===== src/pip_pkg.sv =====
// Package for the peripheral interrupt priority register block.
// Assumes a byte-addressed classic Wishbone slave with 32-bit data words.
package pip_pkg;

  // Bus geometry.
  localparam int ADR_W = 8;
  localparam int DAT_W = 32;
  localparam int REG_W = 8;

  // Register byte offsets, one aligned word each.
  localparam logic [7:0] OFF_EN3   = 8'h00;
  localparam logic [7:0] OFF_PRIO1 = 8'h04;
  localparam logic [7:0] OFF_PRIO2 = 8'h08;
  localparam logic [7:0] OFF_PRIO3 = 8'h0C;
  localparam logic [7:0] OFF_RESET_CAUSE_CONTROL  = 8'h10;
  localparam logic [7:0] OFF_GCTL  = 8'h14;
  localparam logic [7:0] OFF_ISTAT = 8'h18;
  localparam logic [7:0] OFF_ICLR  = 8'h1C;
  localparam logic [7:0] OFF_IEN   = 8'h20;

  // Reset values.
  localparam logic [7:0] EN3_RST   = 8'h00;
  localparam logic [7:0] PRIO_RST  = 8'hFF;
  localparam logic [7:0] PRIO2_RST = 8'hFB;
  localparam logic [7:0] RESET_CAUSE_CONTROL_RST  = 8'h3C;
  localparam logic [7:0] GCTL_RST  = 8'h00;
  localparam logic [3:0] IEN_RST   = 4'h0;

  // Field masks and positions.
  localparam logic [7:0] EN3_RO_MASK      = 8'h30;
  localparam logic [7:0] PRIO2_UNIMPL     = 8'h04;
  localparam int         PRIO2_RSVD_BIT   = 4;
  localparam logic [7:0] RESET_CAUSE_CONTROL_RW_MASK     = 8'hB3;
  localparam int         RESET_CAUSE_CONTROL_PRIO_EN_BIT = 7;
  localparam int         RESET_CAUSE_CONTROL_CM_BIT      = 5;
  localparam int         RESET_CAUSE_CONTROL_RI_BIT      = 4;
  localparam int         RESET_CAUSE_CONTROL_TO_BIT      = 3;
  localparam int         RESET_CAUSE_CONTROL_PD_BIT      = 2;
  localparam int         RESET_CAUSE_CONTROL_POR_BIT     = 1;
  localparam int         RESET_CAUSE_CONTROL_BOR_BIT     = 0;
  localparam int         GCTL_PERIPH_BIT  = 0;

  // Implemented bits of the third source group per package size.
  localparam int         PINS_LARGE = 100;
  localparam int         PINS_MID   = 80;
  localparam logic [7:0] G3_MASK_LARGE = 8'hFF;
  localparam logic [7:0] G3_MASK_MID   = 8'h3F;
  localparam logic [7:0] G3_MASK_SMALL = 8'h0F;

  // Block event status bits.
  localparam int EVT_W    = 4;
  localparam int EVT_HIGH = 0;
  localparam int EVT_LOW  = 1;
  localparam int EVT_RSVD = 2;
  localparam int EVT_ADDR = 3;

endpackage : pip_pkg


===== src/pip_regs.sv =====
// Peripheral interrupt enable, priority and reset-cause registers.
// Assumes a classic Wishbone master on clk_i and source flags from same-clock logic.
//
// The Wishbone slave port and the register addresses were left to the implementer.
`timescale 1ns/1ps
`default_nettype none

module pip_regs #(
  parameter int PACKAGE_PINS = 100
) (
  // Clock, reset and clock enable.
  input  wire logic        clk_i,
  input  wire logic        rst_i,
  input  wire logic        ce_i,
  // Wishbone slave.
  input  wire logic        cyc_i,
  input  wire logic        stb_i,
  input  wire logic        we_i,
  input  wire logic [7:0]  adr_i,
  input  wire logic [3:0]  sel_i,
  input  wire logic [31:0] dat_i,
  output logic             ack_o,
  output logic [31:0]      dat_o,
  // Peripheral sources.
  input  wire logic [7:0]  flags1_i,
  input  wire logic [7:0]  flags2_i,
  input  wire logic [7:0]  flags3_i,
  input  wire logic [7:0]  enable1_i,
  input  wire logic [7:0]  enable2_i,
  // Reset-cause events, one-cycle pulses that clear their flag.
  input  wire logic [5:0]  cause_evt_i,
  // Requests and block interrupt.
  output logic             irq_high_o,
  output logic             irq_low_o,
  output logic             prio_levels_o,
  output logic             irq_o
);

  // Implemented bits of the third group for this package.
  function automatic logic [7:0] group3_mask(input int pins);
    if (pins >= pip_pkg::PINS_LARGE) begin
      return pip_pkg::G3_MASK_LARGE;
    end else if (pins >= pip_pkg::PINS_MID) begin
      return pip_pkg::G3_MASK_MID;
    end else begin
      return pip_pkg::G3_MASK_SMALL;
    end
  endfunction : group3_mask

  // Word decode, shared by the read mux and the write strobes.
  function automatic logic hit(input logic [7:0] adr, input logic [7:0] off);
    return adr == off;
  endfunction : hit

  localparam logic [7:0] G3_MASK = group3_mask(PACKAGE_PINS);

  typedef struct packed {
    logic        ack;
    logic [31:0] rdata;
    logic [7:0]  en3;
    logic [7:0]  prio1;
    logic [7:0]  prio2;
    logic [7:0]  prio3;
    logic [7:0]  reset_cause_control;
    logic [7:0]  gctl;
    logic        irq_high;
    logic        irq_low;
    logic        prev_high;
    logic        prev_low;
  } pip_regs_state_type;

  pip_regs_state_type state_ff;
  pip_regs_state_type nxt_state;

  logic [2:0]               grp_high;
  logic [2:0]               grp_low;
  logic [7:0]               grp_flags  [3];
  logic [7:0]               grp_enable [3];
  logic [7:0]               grp_prio   [3];
  logic                     prio_on;
  logic                     wr_take;
  logic                     bus_req;
  logic                     mapped;
  logic [pip_pkg::EVT_W-1:0] evt_set;
  logic [pip_pkg::EVT_W-1:0] evt_status;
  logic [pip_pkg::EVT_W-1:0] evt_enable;
  logic                     evt_irq;
  logic                     req_high;
  logic                     req_low;

  assign prio_on = state_ff.reset_cause_control[pip_pkg::RESET_CAUSE_CONTROL_PRIO_EN_BIT];

  // Group inputs; the third group only sees bits that this package has.
  assign grp_flags[0]  = flags1_i;
  assign grp_flags[1]  = flags2_i;
  assign grp_flags[2]  = flags3_i & G3_MASK;
  assign grp_enable[0] = enable1_i;
  assign grp_enable[1] = enable2_i;
  assign grp_enable[2] = state_ff.en3;
  assign grp_prio[0]   = state_ff.prio1;
  assign grp_prio[1]   = state_ff.prio2;
  assign grp_prio[2]   = state_ff.prio3;

  // One router per source group.
  for (genvar g = 0; g < 3; g++) begin : g_route
    pip_route u_route (
      .flags_i   (grp_flags[g]),
      .enable_i  (grp_enable[g]),
      .prio_i    (grp_prio[g]),
      .prio_on_i (prio_on),
      .high_o    (grp_high[g]),
      .low_o     (grp_low[g])
    );
  end

  // In single-level mode the peripheral global enable gates every request,
  // so firmware that forgets it sees no request on irq_high_o or irq_low_o.
  always_comb begin
    if (prio_on) begin
      req_high = |grp_high;
      req_low  = |grp_low;
    end else begin
      req_high = (|grp_high) & state_ff.gctl[pip_pkg::GCTL_PERIPH_BIT];
      req_low  = 1'b0;
    end
  end

  // Bus handshake terms. The write lands on the edge where the master
  // sees ack high, which is the edge after ack was registered.
  assign bus_req = cyc_i & stb_i;
  assign wr_take = bus_req & we_i & state_ff.ack & sel_i[0];
  assign mapped  = hit(adr_i, pip_pkg::OFF_EN3)   | hit(adr_i, pip_pkg::OFF_PRIO1) |
                   hit(adr_i, pip_pkg::OFF_PRIO2) | hit(adr_i, pip_pkg::OFF_PRIO3) |
                   hit(adr_i, pip_pkg::OFF_RESET_CAUSE_CONTROL)  | hit(adr_i, pip_pkg::OFF_GCTL)  |
                   hit(adr_i, pip_pkg::OFF_ISTAT) | hit(adr_i, pip_pkg::OFF_ICLR)  |
                   hit(adr_i, pip_pkg::OFF_IEN);

  // Block events: new requests on either level, a write that drops the
  // reserved bit, and a completed access to an unmapped word.
  always_comb begin
    evt_set = '0;
    evt_set[pip_pkg::EVT_HIGH] = req_high & ~state_ff.prev_high;
    evt_set[pip_pkg::EVT_LOW]  = req_low & ~state_ff.prev_low;
    evt_set[pip_pkg::EVT_RSVD] = wr_take & hit(adr_i, pip_pkg::OFF_PRIO2) &
                                 ~dat_i[pip_pkg::PRIO2_RSVD_BIT];
    evt_set[pip_pkg::EVT_ADDR] = bus_req & state_ff.ack & ~mapped;
  end

  pip_evt u_evt (
    .clk_i    (clk_i),
    .rst_i    (rst_i),
    .ce_i     (ce_i),
    .set_i    (evt_set),
    .clr_we_i (wr_take & hit(adr_i, pip_pkg::OFF_ICLR)),
    .en_we_i  (wr_take & hit(adr_i, pip_pkg::OFF_IEN)),
    .wdata_i  (dat_i[pip_pkg::EVT_W-1:0]),
    .status_o (evt_status),
    .enable_o (evt_enable),
    .irq_o    (evt_irq)
  );

  // Next state: bus answer, register writes, cause flags and requests.
  always_comb begin
    nxt_state = state_ff;

    // Ack rises one edge after the request and falls on the next edge.
    nxt_state.ack   = bus_req & ~state_ff.ack;
    nxt_state.rdata = '0;
    if (bus_req & ~state_ff.ack & ~we_i) begin
      unique case (1'b1)
        hit(adr_i, pip_pkg::OFF_EN3):   nxt_state.rdata[7:0] = state_ff.en3;
        hit(adr_i, pip_pkg::OFF_PRIO1): nxt_state.rdata[7:0] = state_ff.prio1;
        hit(adr_i, pip_pkg::OFF_PRIO2): nxt_state.rdata[7:0] = state_ff.prio2 & ~pip_pkg::PRIO2_UNIMPL;
        hit(adr_i, pip_pkg::OFF_PRIO3): nxt_state.rdata[7:0] = state_ff.prio3;
        hit(adr_i, pip_pkg::OFF_RESET_CAUSE_CONTROL):  nxt_state.rdata[7:0] = state_ff.reset_cause_control;
        hit(adr_i, pip_pkg::OFF_GCTL):  nxt_state.rdata[7:0] = state_ff.gctl;
        hit(adr_i, pip_pkg::OFF_ISTAT): nxt_state.rdata[pip_pkg::EVT_W-1:0] = evt_status;
        hit(adr_i, pip_pkg::OFF_IEN):   nxt_state.rdata[pip_pkg::EVT_W-1:0] = evt_enable;
        default:                        nxt_state.rdata = '0;
      endcase
    end

    // Register writes from the low byte lane.
    if (wr_take) begin
      if (hit(adr_i, pip_pkg::OFF_EN3)) begin
        // Read-only and absent bits keep their value of zero.
        nxt_state.en3 = dat_i[7:0] & ~pip_pkg::EN3_RO_MASK & G3_MASK;
      end
      if (hit(adr_i, pip_pkg::OFF_PRIO1)) begin
        nxt_state.prio1 = dat_i[7:0];
      end
      if (hit(adr_i, pip_pkg::OFF_PRIO2)) begin
        nxt_state.prio2 = dat_i[7:0] & ~pip_pkg::PRIO2_UNIMPL;
      end
      if (hit(adr_i, pip_pkg::OFF_PRIO3)) begin
        nxt_state.prio3 = dat_i[7:0] & G3_MASK;
      end
      if (hit(adr_i, pip_pkg::OFF_RESET_CAUSE_CONTROL)) begin
        // Watchdog and power-down flags and bit 6 ignore software.
        nxt_state.reset_cause_control = (dat_i[7:0] & pip_pkg::RESET_CAUSE_CONTROL_RW_MASK) |
                         (state_ff.reset_cause_control & ~pip_pkg::RESET_CAUSE_CONTROL_RW_MASK);
      end
      if (hit(adr_i, pip_pkg::OFF_GCTL)) begin
        nxt_state.gctl = {7'h00, dat_i[pip_pkg::GCTL_PERIPH_BIT]};
      end
    end

    // A cause event clears its flag and wins over a software write
    // in the same cycle, so the cause is never hidden.
    for (int i = 0; i < 6; i++) begin
      if (cause_evt_i[i]) begin
        nxt_state.reset_cause_control[i] = 1'b0;
      end
    end

    // Registered requests and edge history.
    nxt_state.irq_high  = req_high;
    nxt_state.irq_low   = req_low;
    nxt_state.prev_high = req_high;
    nxt_state.prev_low  = req_low;
  end

  // State register, frozen while the clock enable is low.
  always_ff @(posedge clk_i) begin
    if (rst_i) begin
      state_ff <= '{
        ack:       1'b0,
        rdata:     32'h0000_0000,
        en3:       pip_pkg::EN3_RST,
        prio1:     pip_pkg::PRIO_RST,
        prio2:     pip_pkg::PRIO2_RST,
        prio3:     pip_pkg::PRIO_RST & G3_MASK,
        reset_cause_control:      pip_pkg::RESET_CAUSE_CONTROL_RST,
        gctl:      pip_pkg::GCTL_RST,
        irq_high:  1'b0,
        irq_low:   1'b0,
        prev_high: 1'b0,
        prev_low:  1'b0
      };
    end else if (ce_i) begin
      state_ff <= nxt_state;
    end
  end

  // Outputs come straight from the state register, except irq_o, which comes from the u_evt state register.
  assign ack_o         = state_ff.ack;
  assign dat_o         = state_ff.rdata;
  assign irq_high_o    = state_ff.irq_high;
  assign irq_low_o     = state_ff.irq_low;
  assign prio_levels_o = state_ff.reset_cause_control[pip_pkg::RESET_CAUSE_CONTROL_PRIO_EN_BIT];
  assign irq_o         = evt_irq;

endmodule : pip_regs

`default_nettype wire


===== src/pip_route.sv =====
// Request router for one group of eight peripheral sources.
// Assumes flags, enables and priorities all come from logic on the same clock.
`timescale 1ns/1ps
`default_nettype none

module pip_route (
  // Source state.
  input  wire logic [7:0] flags_i,
  input  wire logic [7:0] enable_i,
  input  wire logic [7:0] prio_i,
  // Mode.
  input  wire logic       prio_on_i,
  // Requests.
  output logic            high_o,
  output logic            low_o
);

  logic [7:0] pend;

  // A source requests when its flag and enable are both set; its priority bit
  // picks the level only while priority levels are on.
  always_comb begin
    pend = flags_i & enable_i;
    if (prio_on_i) begin
      high_o = |(pend & prio_i);
      low_o  = |(pend & ~prio_i);
    end else begin
      high_o = |pend;
      low_o  = 1'b0;
    end
  end

endmodule : pip_route

`default_nettype wire


===== src/pip_evt.sv =====
// Sticky event status with enable mask and one level interrupt.
// Assumes set pulses and register strobes come from the same clock domain.
`timescale 1ns/1ps
`default_nettype none

module pip_evt (
  // Clock and reset.
  input  wire logic                    clk_i,
  input  wire logic                    rst_i,
  input  wire logic                    ce_i,
  // Events and software access.
  input  wire logic [pip_pkg::EVT_W-1:0] set_i,
  input  wire logic                    clr_we_i,
  input  wire logic                    en_we_i,
  input  wire logic [pip_pkg::EVT_W-1:0] wdata_i,
  // State.
  output logic [pip_pkg::EVT_W-1:0]    status_o,
  output logic [pip_pkg::EVT_W-1:0]    enable_o,
  output logic                         irq_o
);

  typedef struct packed {
    logic [pip_pkg::EVT_W-1:0] status;
    logic [pip_pkg::EVT_W-1:0] enable;
    logic                      irq;
  } pip_evt_state_type;

  pip_evt_state_type state_ff;
  pip_evt_state_type nxt_state;

  // A set arriving with a clear wins, so no event is lost.
  always_comb begin
    nxt_state = state_ff;
    if (clr_we_i) begin
      nxt_state.status = state_ff.status & ~wdata_i;
    end
    nxt_state.status = nxt_state.status | set_i;
    if (en_we_i) begin
      nxt_state.enable = wdata_i;
    end
    nxt_state.irq = |(nxt_state.status & nxt_state.enable);
  end

  // State register, frozen while the clock enable is low.
  always_ff @(posedge clk_i) begin
    if (rst_i) begin
      state_ff <= '{status: '0, enable: pip_pkg::IEN_RST, irq: 1'b0};
    end else if (ce_i) begin
      state_ff <= nxt_state;
    end
  end

  assign status_o = state_ff.status;
  assign enable_o = state_ff.enable;
  assign irq_o    = state_ff.irq;

endmodule : pip_evt

`default_nettype wire


===== config.mk =====
export PLATFORM = sky130hd
export DESIGN_NAME = pip_regs
export DESIGN_NICKNAME = d
export VERILOG_FILES = /design/src/pip_pkg.sv /design/src/pip_regs.sv /design/src/pip_route.sv /design/src/pip_evt.sv
export SDC_FILE = /design/constraint.sdc
export NUM_CORES = 1
export LEC_CHECK = 0
export BUFFER_PORTS_ARGS = -buffer_cell sky130_fd_sc_hd__buf_2
export CAP_MARGIN = 15
export CORE_AREA = 4 4 93 95
export DETAILED_ROUTE_END_ITERATION = 16
export DIE_AREA = 0 0 97 99
export PLACE_DENSITY = 0.75
export RECOVER_POWER = 100
export SYNTH_ARGS = -nofsm -noshare
export SYNTH_HDL_FRONTEND = slang
export SYNTH_SLANG_ARGS = --single-unit

===== constraint.sdc =====
create_clock -name clk_i -period 1.8 [get_ports clk_i]
set_input_delay 0.18 -clock clk_i [delete_from_list [all_inputs] [get_ports clk_i]]
set_output_delay 0.18 -clock clk_i [all_outputs]
set_load 0.01 [all_outputs]

# Word level (Yosys, flattened, before mapping)
# Cells that the tools add are included.
# totals
register_bits	82
elab_cells	132
# classes
n_eq_ne	8
muxes	22
n_bitwise	46
reduce_logical	37
# ops
op	count
$and A8 B8 Y8	9
$reduce_or A8 Y1	9
$reduce_and A3 Y1	12
$eq A8 B5 Y1 const B	4
$pmux W4 S8	1
$not A8 Y8	3
$reduce_bool A2 Y1	12
$pmux W4 S5	1
$eq A8 B4 Y1 const B	2
$and A1 B1 Y1	15
$mux W1	15
$mux W14	1
$and A4 B4 Y4	2
$eq A8 B3 Y1 const B	1
$eq A8 B6 Y1 const B	1
$logic_not A8 Y1	1
$mux W4	2
$mux W8	1
$or A1 B1 Y1	8
$or A8 B7 Y8	1
$mux W6	1
$not A1 Y1	6
$reduce_or A3 Y1	2
$not A4 Y4	1
2 further kinds	2

# Longest topological paths before layout
# logic_depth
word_depth	14
depth_mapped	7

# Hierarchy
# From an unflattened synthesis, not the netlist that was laid out.
# hier_totals
cells_unflattened	431
area_unflattened_um2	3578.4
# modules_own_cells
module	n_inst	cells_per_inst	area_per_inst_um2
pip_regs	1	297	2673.8
pip_route	3	28	151.4
pip_evt	1	50	450.4

# Least setup slack after synthesis
# Ideal clock, no wire load.
# synth_timing
path_type	register to register
startpoint	register state_ff, in the netlist ack_o
endpoint	register u_evt.state_ff, in the netlist u_evt.irq_o
setup_ps	132
arrival_ps	1719
required_ps	1668
slack_ps	-51
stages_incl_launch_ff	8
path_buffers	1
synth_period_minus_slack_ps	1851
path_cell_list	dfxtp_1 -> nand3_1 -> and4bb_2 -> buf_4 -> mux2i_1 -> nor3_1 -> a311oi_1 -> a31oi_1
# synth_via
elab_chain_cells	7
word_cells_on_any_way	13
cone_classes	2 x mux; 10 x bitwise; 1 x reduce/logical
# synth_rtl
element	line_no	source
start: declaration	pip_regs.sv:72	pip_regs_state_type state_ff;
start signal: assignment	pip_regs.sv:226	state_ff <= '{
start signal: assignment	pip_regs.sv:241	state_ff <= nxt_state;
$and A1 B1 Y1 (2 in series)	pip_regs.sv:131	assign wr_take = bus_req & we_i & state_ff.ack & sel_i[0];
$and A1 B1 Y1 (on tied branches)	pip_regs.sv:154, pip_regs.sv:144	
$mux W4 or $and A1 B1 Y1 (tied branches)	pip_evt.sv:34, pip_regs.sv:144	
$or A4 B4 Y4	pip_evt.sv:37	nxt_state.status = nxt_state.status | set_i;
$and A4 B4 Y4 *	pip_evt.sv:41	nxt_state.irq = |(nxt_state.status & nxt_state.enable);
$reduce_or A4 Y1 *	pip_evt.sv:41	
end signal: assignment	pip_evt.sv:47	state_ff <= '{status: '0, enable: pip_pkg::IEN_RST, irq: 1'b0};
end signal: assignment	pip_evt.sv:49	state_ff <= nxt_state;
end: declaration	pip_evt.sv:28	pip_evt_state_type state_ff;
# Mark *: on every way between the ends. The rest lies on a longest branch, timed or not.
# A chain may end at the register's enable or synchronous reset.

# Worst setup path in the final report
# layout_timing
startpoint	register state_ff, in the netlist grp_enable[0]
endpoint	register u_evt.state_ff, in the netlist u_evt.status_o[0]
# layout_via
elab_chain_cells	9
word_cells_on_any_way	10
cone_classes	2 x mux; 5 x bitwise; 3 x reduce/logical
# layout_rtl
element	line_no	source
$and A8 B8 Y8 *	pip_route.sv:23	pend = flags_i & enable_i;
$and A8 B8 Y8	pip_route.sv:25	high_o = |(pend & prio_i);
$reduce_or A8 Y1	pip_route.sv:25	
$mux W1 *	pip_route.sv:24	if (prio_on_i) begin
$reduce_or A3 Y1 *	pip_regs.sv:120, pip_regs.sv:123	
$and A1 B1 Y1	pip_regs.sv:123	req_high = (|grp_high) & state_ff.gctl[pip_pkg::GCTL_PERIPH_BIT];
$mux W1 *	pip_regs.sv:119	if (prio_on) begin
$and A1 B1 Y1 *	pip_regs.sv:142	evt_set[pip_pkg::EVT_HIGH] = req_high & ~state_ff.prev_high;
$or A4 B4 Y4 *	pip_evt.sv:37	
# Marked as above.

==> summary.txt <==
YOSYS
------------------------------------------------------------------------------------------
Flops & latches, synth                                                                  57
Largest area contributor in the netlist                                       sky130_fd_sc_hd__dfxtp_1
Number of enable-type register cells in the synthesized netlist                          0
Fraction of the yosys area taken by sequential cells                                 33.5%
Syn. warnings                                                                            0
Top post-synthesis cells by area                                              sky130_fd_sc_hd__dfxtp_1 34%, sky130_fd_sc_hd__buf_4 8.2%, sky130_fd_sc_hd__nand2_1 6.1%
Post-Syn Area per Cell                                                            8.10 um2
Cell count after synthesis                                                             420
Cell Area, Synth                                                                  3400 um2
Ys flop type                                                                  sky130_fd_sc_hd__dfxtp_1
Count of unique library cells instantiated by Yosys                                     52
Proportion of netlist area held by the largest area contributor                      33.5%
Asr flop ratio synth                                                                    0%

DETAILED ROUTING
------------------------------------------------------------------------------------------
Number of nets with antenna violations after routing                                     0
DRC violations left                                                                      0
Average wire per standard cell                                                     17.5 um
DRT Pass-1 Iters                                                                         5
Number of DRC markers after the initial detailed-route iteration                       374
Overall via count from detail_route                                                  3,640
Vias/cell                                                                             5.68
Routed wire length                                                                 11.2 mm

CLOCK NETWORK
------------------------------------------------------------------------------------------
Maximum number of buffers from clock root to sink                                        2
Number of buffers created by CTS                                                         9
Clock edge transition at the registers on the reported setup and hold paths        0.06 ns
Worst-skew pair later-pin latency                                                  0.34 ns
Root buf cell                                                                 sky130_fd_sc_hd__clkbuf_8
CTS tree                                                                             built
Post-CTS setup buffer count                                                              0
Clock sink count                                                                        57
Number of H-tree levels                                                                  3

GLOBAL ROUTING
------------------------------------------------------------------------------------------
Maximum number of pins on one net before global-route repair                            34
Global-route wire length before repair                                             17.2 mm
Overall Global Routing Usage                                                         22.7%
Total congestion overflow                                                                0
Via count of the first global-routing pass                                           3,421
Initial antenna violation count                                                          0

DIE
------------------------------------------------------------------------------------------
Die Outline Area                                                                  9600 um2
Die width                                                                            97 um
Placeable core region                                                             7730 um2
# IOs                                                                                  133
Std-Cell Rows                                                                           32
Die Span Y                                                                           99 um
Initial core utilization                                                             44.0%

SETUP PATH
------------------------------------------------------------------------------------------
Data required time at the worst endpoint                                           2.03 ns
Slowest-stage cell, CP                                                        sky130_fd_sc_hd__or4_1
Critical setup path kind                                                      register to register
Critical path endpoint category                                                   register
Critical path arrival                                                              1.96 ns
Top fanout value on the critical path                                                    3
Critical path startpoint category                                                 register
Slowest stage delay, CP                                                            0.62 ns
R2r setup slk                                                                      0.07 ns
Sequence of cells on the critical path                                        nand2_1 -> and4_1 -> nand4_1 -> or4_1 -> a32oi_1 -> nor2_1

STA
------------------------------------------------------------------------------------------
Fin. Hold Viols                                                                          0
Min setup slack post-route                                                       0.0709 ns
Part of the cycle the worst path needs                                               96.1%
Unrepaired setup endpoints after global routing                                      false
Hold WS                                                                          0.0918 ns
Final worst clock skew                                                          0.00630 ns
Final count of negative-setup-slack endpoints                                            0
Number of pins exceeding their max-slew limit in the final report                        0
Relative slew margins                                                                9.34%
Timing-limited maximum frequency                                                 0.578 GHz
Setup_tns                                                                             0 ns
Minimum period implied by the final worst setup slack                              1.73 ns
Tightest Pin Transition                                                            1.36 ns

POWER
------------------------------------------------------------------------------------------
Power per unit of standard cell area                                            624 nW/um2
Peak VDD IR                                                                       0.384 mV
Power after layout                                                                 2.64 mW
Leakage                                                                            1.70 nW

LAYOUT
------------------------------------------------------------------------------------------
Total non-filler cell area in the finished layout                                 4240 um2
Post-synthesis to final-layout area growth                                           24.4%
Final antenna diode count                                                                0
Non-filler instance count after layout                                                 641
Layout cell share with drive strength beyond 1                                       26.2%
Sequential cell area in the final layout                                          1140 um2
Total of fill cells in the finished design                                             756
Nets                                                                                   630
Multi-input logic area                                                            1990 um2
Final standard cell utilization of the core                                          54.8%

WORST HOLD PATH
------------------------------------------------------------------------------------------
Worst min-delay path category                                                 primary input to register

PLACE
------------------------------------------------------------------------------------------
Post-detailed-placement half-perimeter wirelength                                  8.76 mm
Inst Count DP                                                                          625
Number of buffers inserted by port buffering                                            79
Post-DP Area                                                                      4090 um2
Worst slack, placed                                                              -0.135 ns
Routability cong.                                                                    0.980

RUN STATUS
------------------------------------------------------------------------------------------
Status                                                                           completed

FLOW RUN
------------------------------------------------------------------------------------------
Max-capacitance violation count                                                          0

Yosys cell counts, drive strengths merged (2+ instances only):
cell / instances
dfxtp: 57
nand2: 56
buf: 42
nand3: 30
nor2: 27
a22oi: 24
a21oi: 20
nor2b: 19
nand3b: 17
a211o: 16
mux2i: 14
clkbuf: 11
and2: 9
nand4: 9
a31oi: 7
nor4: 7
and3: 5
o22ai: 5
nor3: 4
o2111ai: 4
o21ai: 4
a222oi: 3
nor4b: 3
a211oi: 2
a21o: 2
a32oi: 2
inv: 2
o21bai: 2
or2: 2
critical path, delay by kind of cell (launching register included):
| family | cells | cell delay, ns |
|---|---|---|
| simple gates | 5 | 1.07 |
| flops | 1 | 0.31 |
| compound gates | 1 | 0.24 |
power by group:
part / internal (mW) / switching, mW / leakage (nW) / total (mW)
Sequential: 1.27 / 0.00611 / 0.461 / 1.28
Clock: 0.568 / 0.496 / 0.0932 / 1.06
Combinational: 0.123 / 0.181 / 1.15 / 0.304
Total: 1.96 / 0.683 / 1.70 / 2.64
worst paths after layout:
path                               from                             end  depth (start not counted)
max          grp_enable[0]$_SDFFE_PP0P_  u_evt.status_o[0]$_SDFFE_PP0P_                          6
min                            dat_i[6]        grp_prio[6]$_SDFFE_PP1P_                          2
max reg2reg  grp_enable[0]$_SDFFE_PP0P_  u_evt.status_o[0]$_SDFFE_PP0P_                          6
min reg2reg    state_ff[1]$_SDFFE_PP0P_        state_ff[1]$_SDFFE_PP0P_                          2
layout make-up:
cell class / count / share of cell area (%)
timing repair buffer: 133 / 18.7
sequential: 57 / 26.9
multi-input combinational: 330 / 47.0
clock inverter: 3 / 0.355
inverter: 3 / 0.266
tap: 102 / 3.01
clock buffer: 13 / 3.75
state kept, by name, indices dropped and copies added (netlist names):
signal          flops
grp_prio           23
state_ff            9
dat_o               8
grp_enable          6
u_evt.enable_o      4
u_evt.status_o      4
ack_o               1
prio_levels_o       1
u_evt.irq_o         1
layout by cell type, fill, tap and decap left out, types with 14 or more instances in the layout:
| master | n |
|---|---|
| sky130_fd_sc_hd__clkbuf_1 | 19 |
| sky130_fd_sc_hd__dfxtp_1 | 57 |
| sky130_fd_sc_hd__a22oi_1 | 24 |
| sky130_fd_sc_hd__buf_2 | 67 |
| sky130_fd_sc_hd__a211o_1 | 16 |
| sky130_fd_sc_hd__nand3_1 | 29 |
| sky130_fd_sc_hd__mux2i_1 | 14 |
| sky130_fd_sc_hd__conb_1 | 24 |
| sky130_fd_sc_hd__nand3b_1 | 17 |
| sky130_fd_sc_hd__a21oi_1 | 20 |
| sky130_fd_sc_hd__nor2_1 | 27 |
| sky130_fd_sc_hd__nor2b_1 | 19 |
| sky130_fd_sc_hd__nand2_1 | 55 |
| sky130_fd_sc_hd__buf_4 | 47 |
cells by family after synthesis:
kind of cell	Yosys count	synth area share, %
compound gates	97	20.4
buf+inv	56	10.8
flops	57	33.5
mux	15	4.45
other cells	1	0.110
simple gates	194	30.7
timing repair:
action	4_1_cts	5_1_grt
hold buffers	0	0
endpoints found under the setup margin	0	1
gates resized for setup	0	3
hold endpoints to repair	0	0
layer usage:
layer,vias to the layer above,track usage [%],wire [um]
li1,1722,-,-
met1,1700,27.5,4610
met2,187,38.4,5340
met3,31,5.02,890
met4,0,10.7,366
met5,-,0,0
No activity file was read; power rests on OpenSTA's default activity.
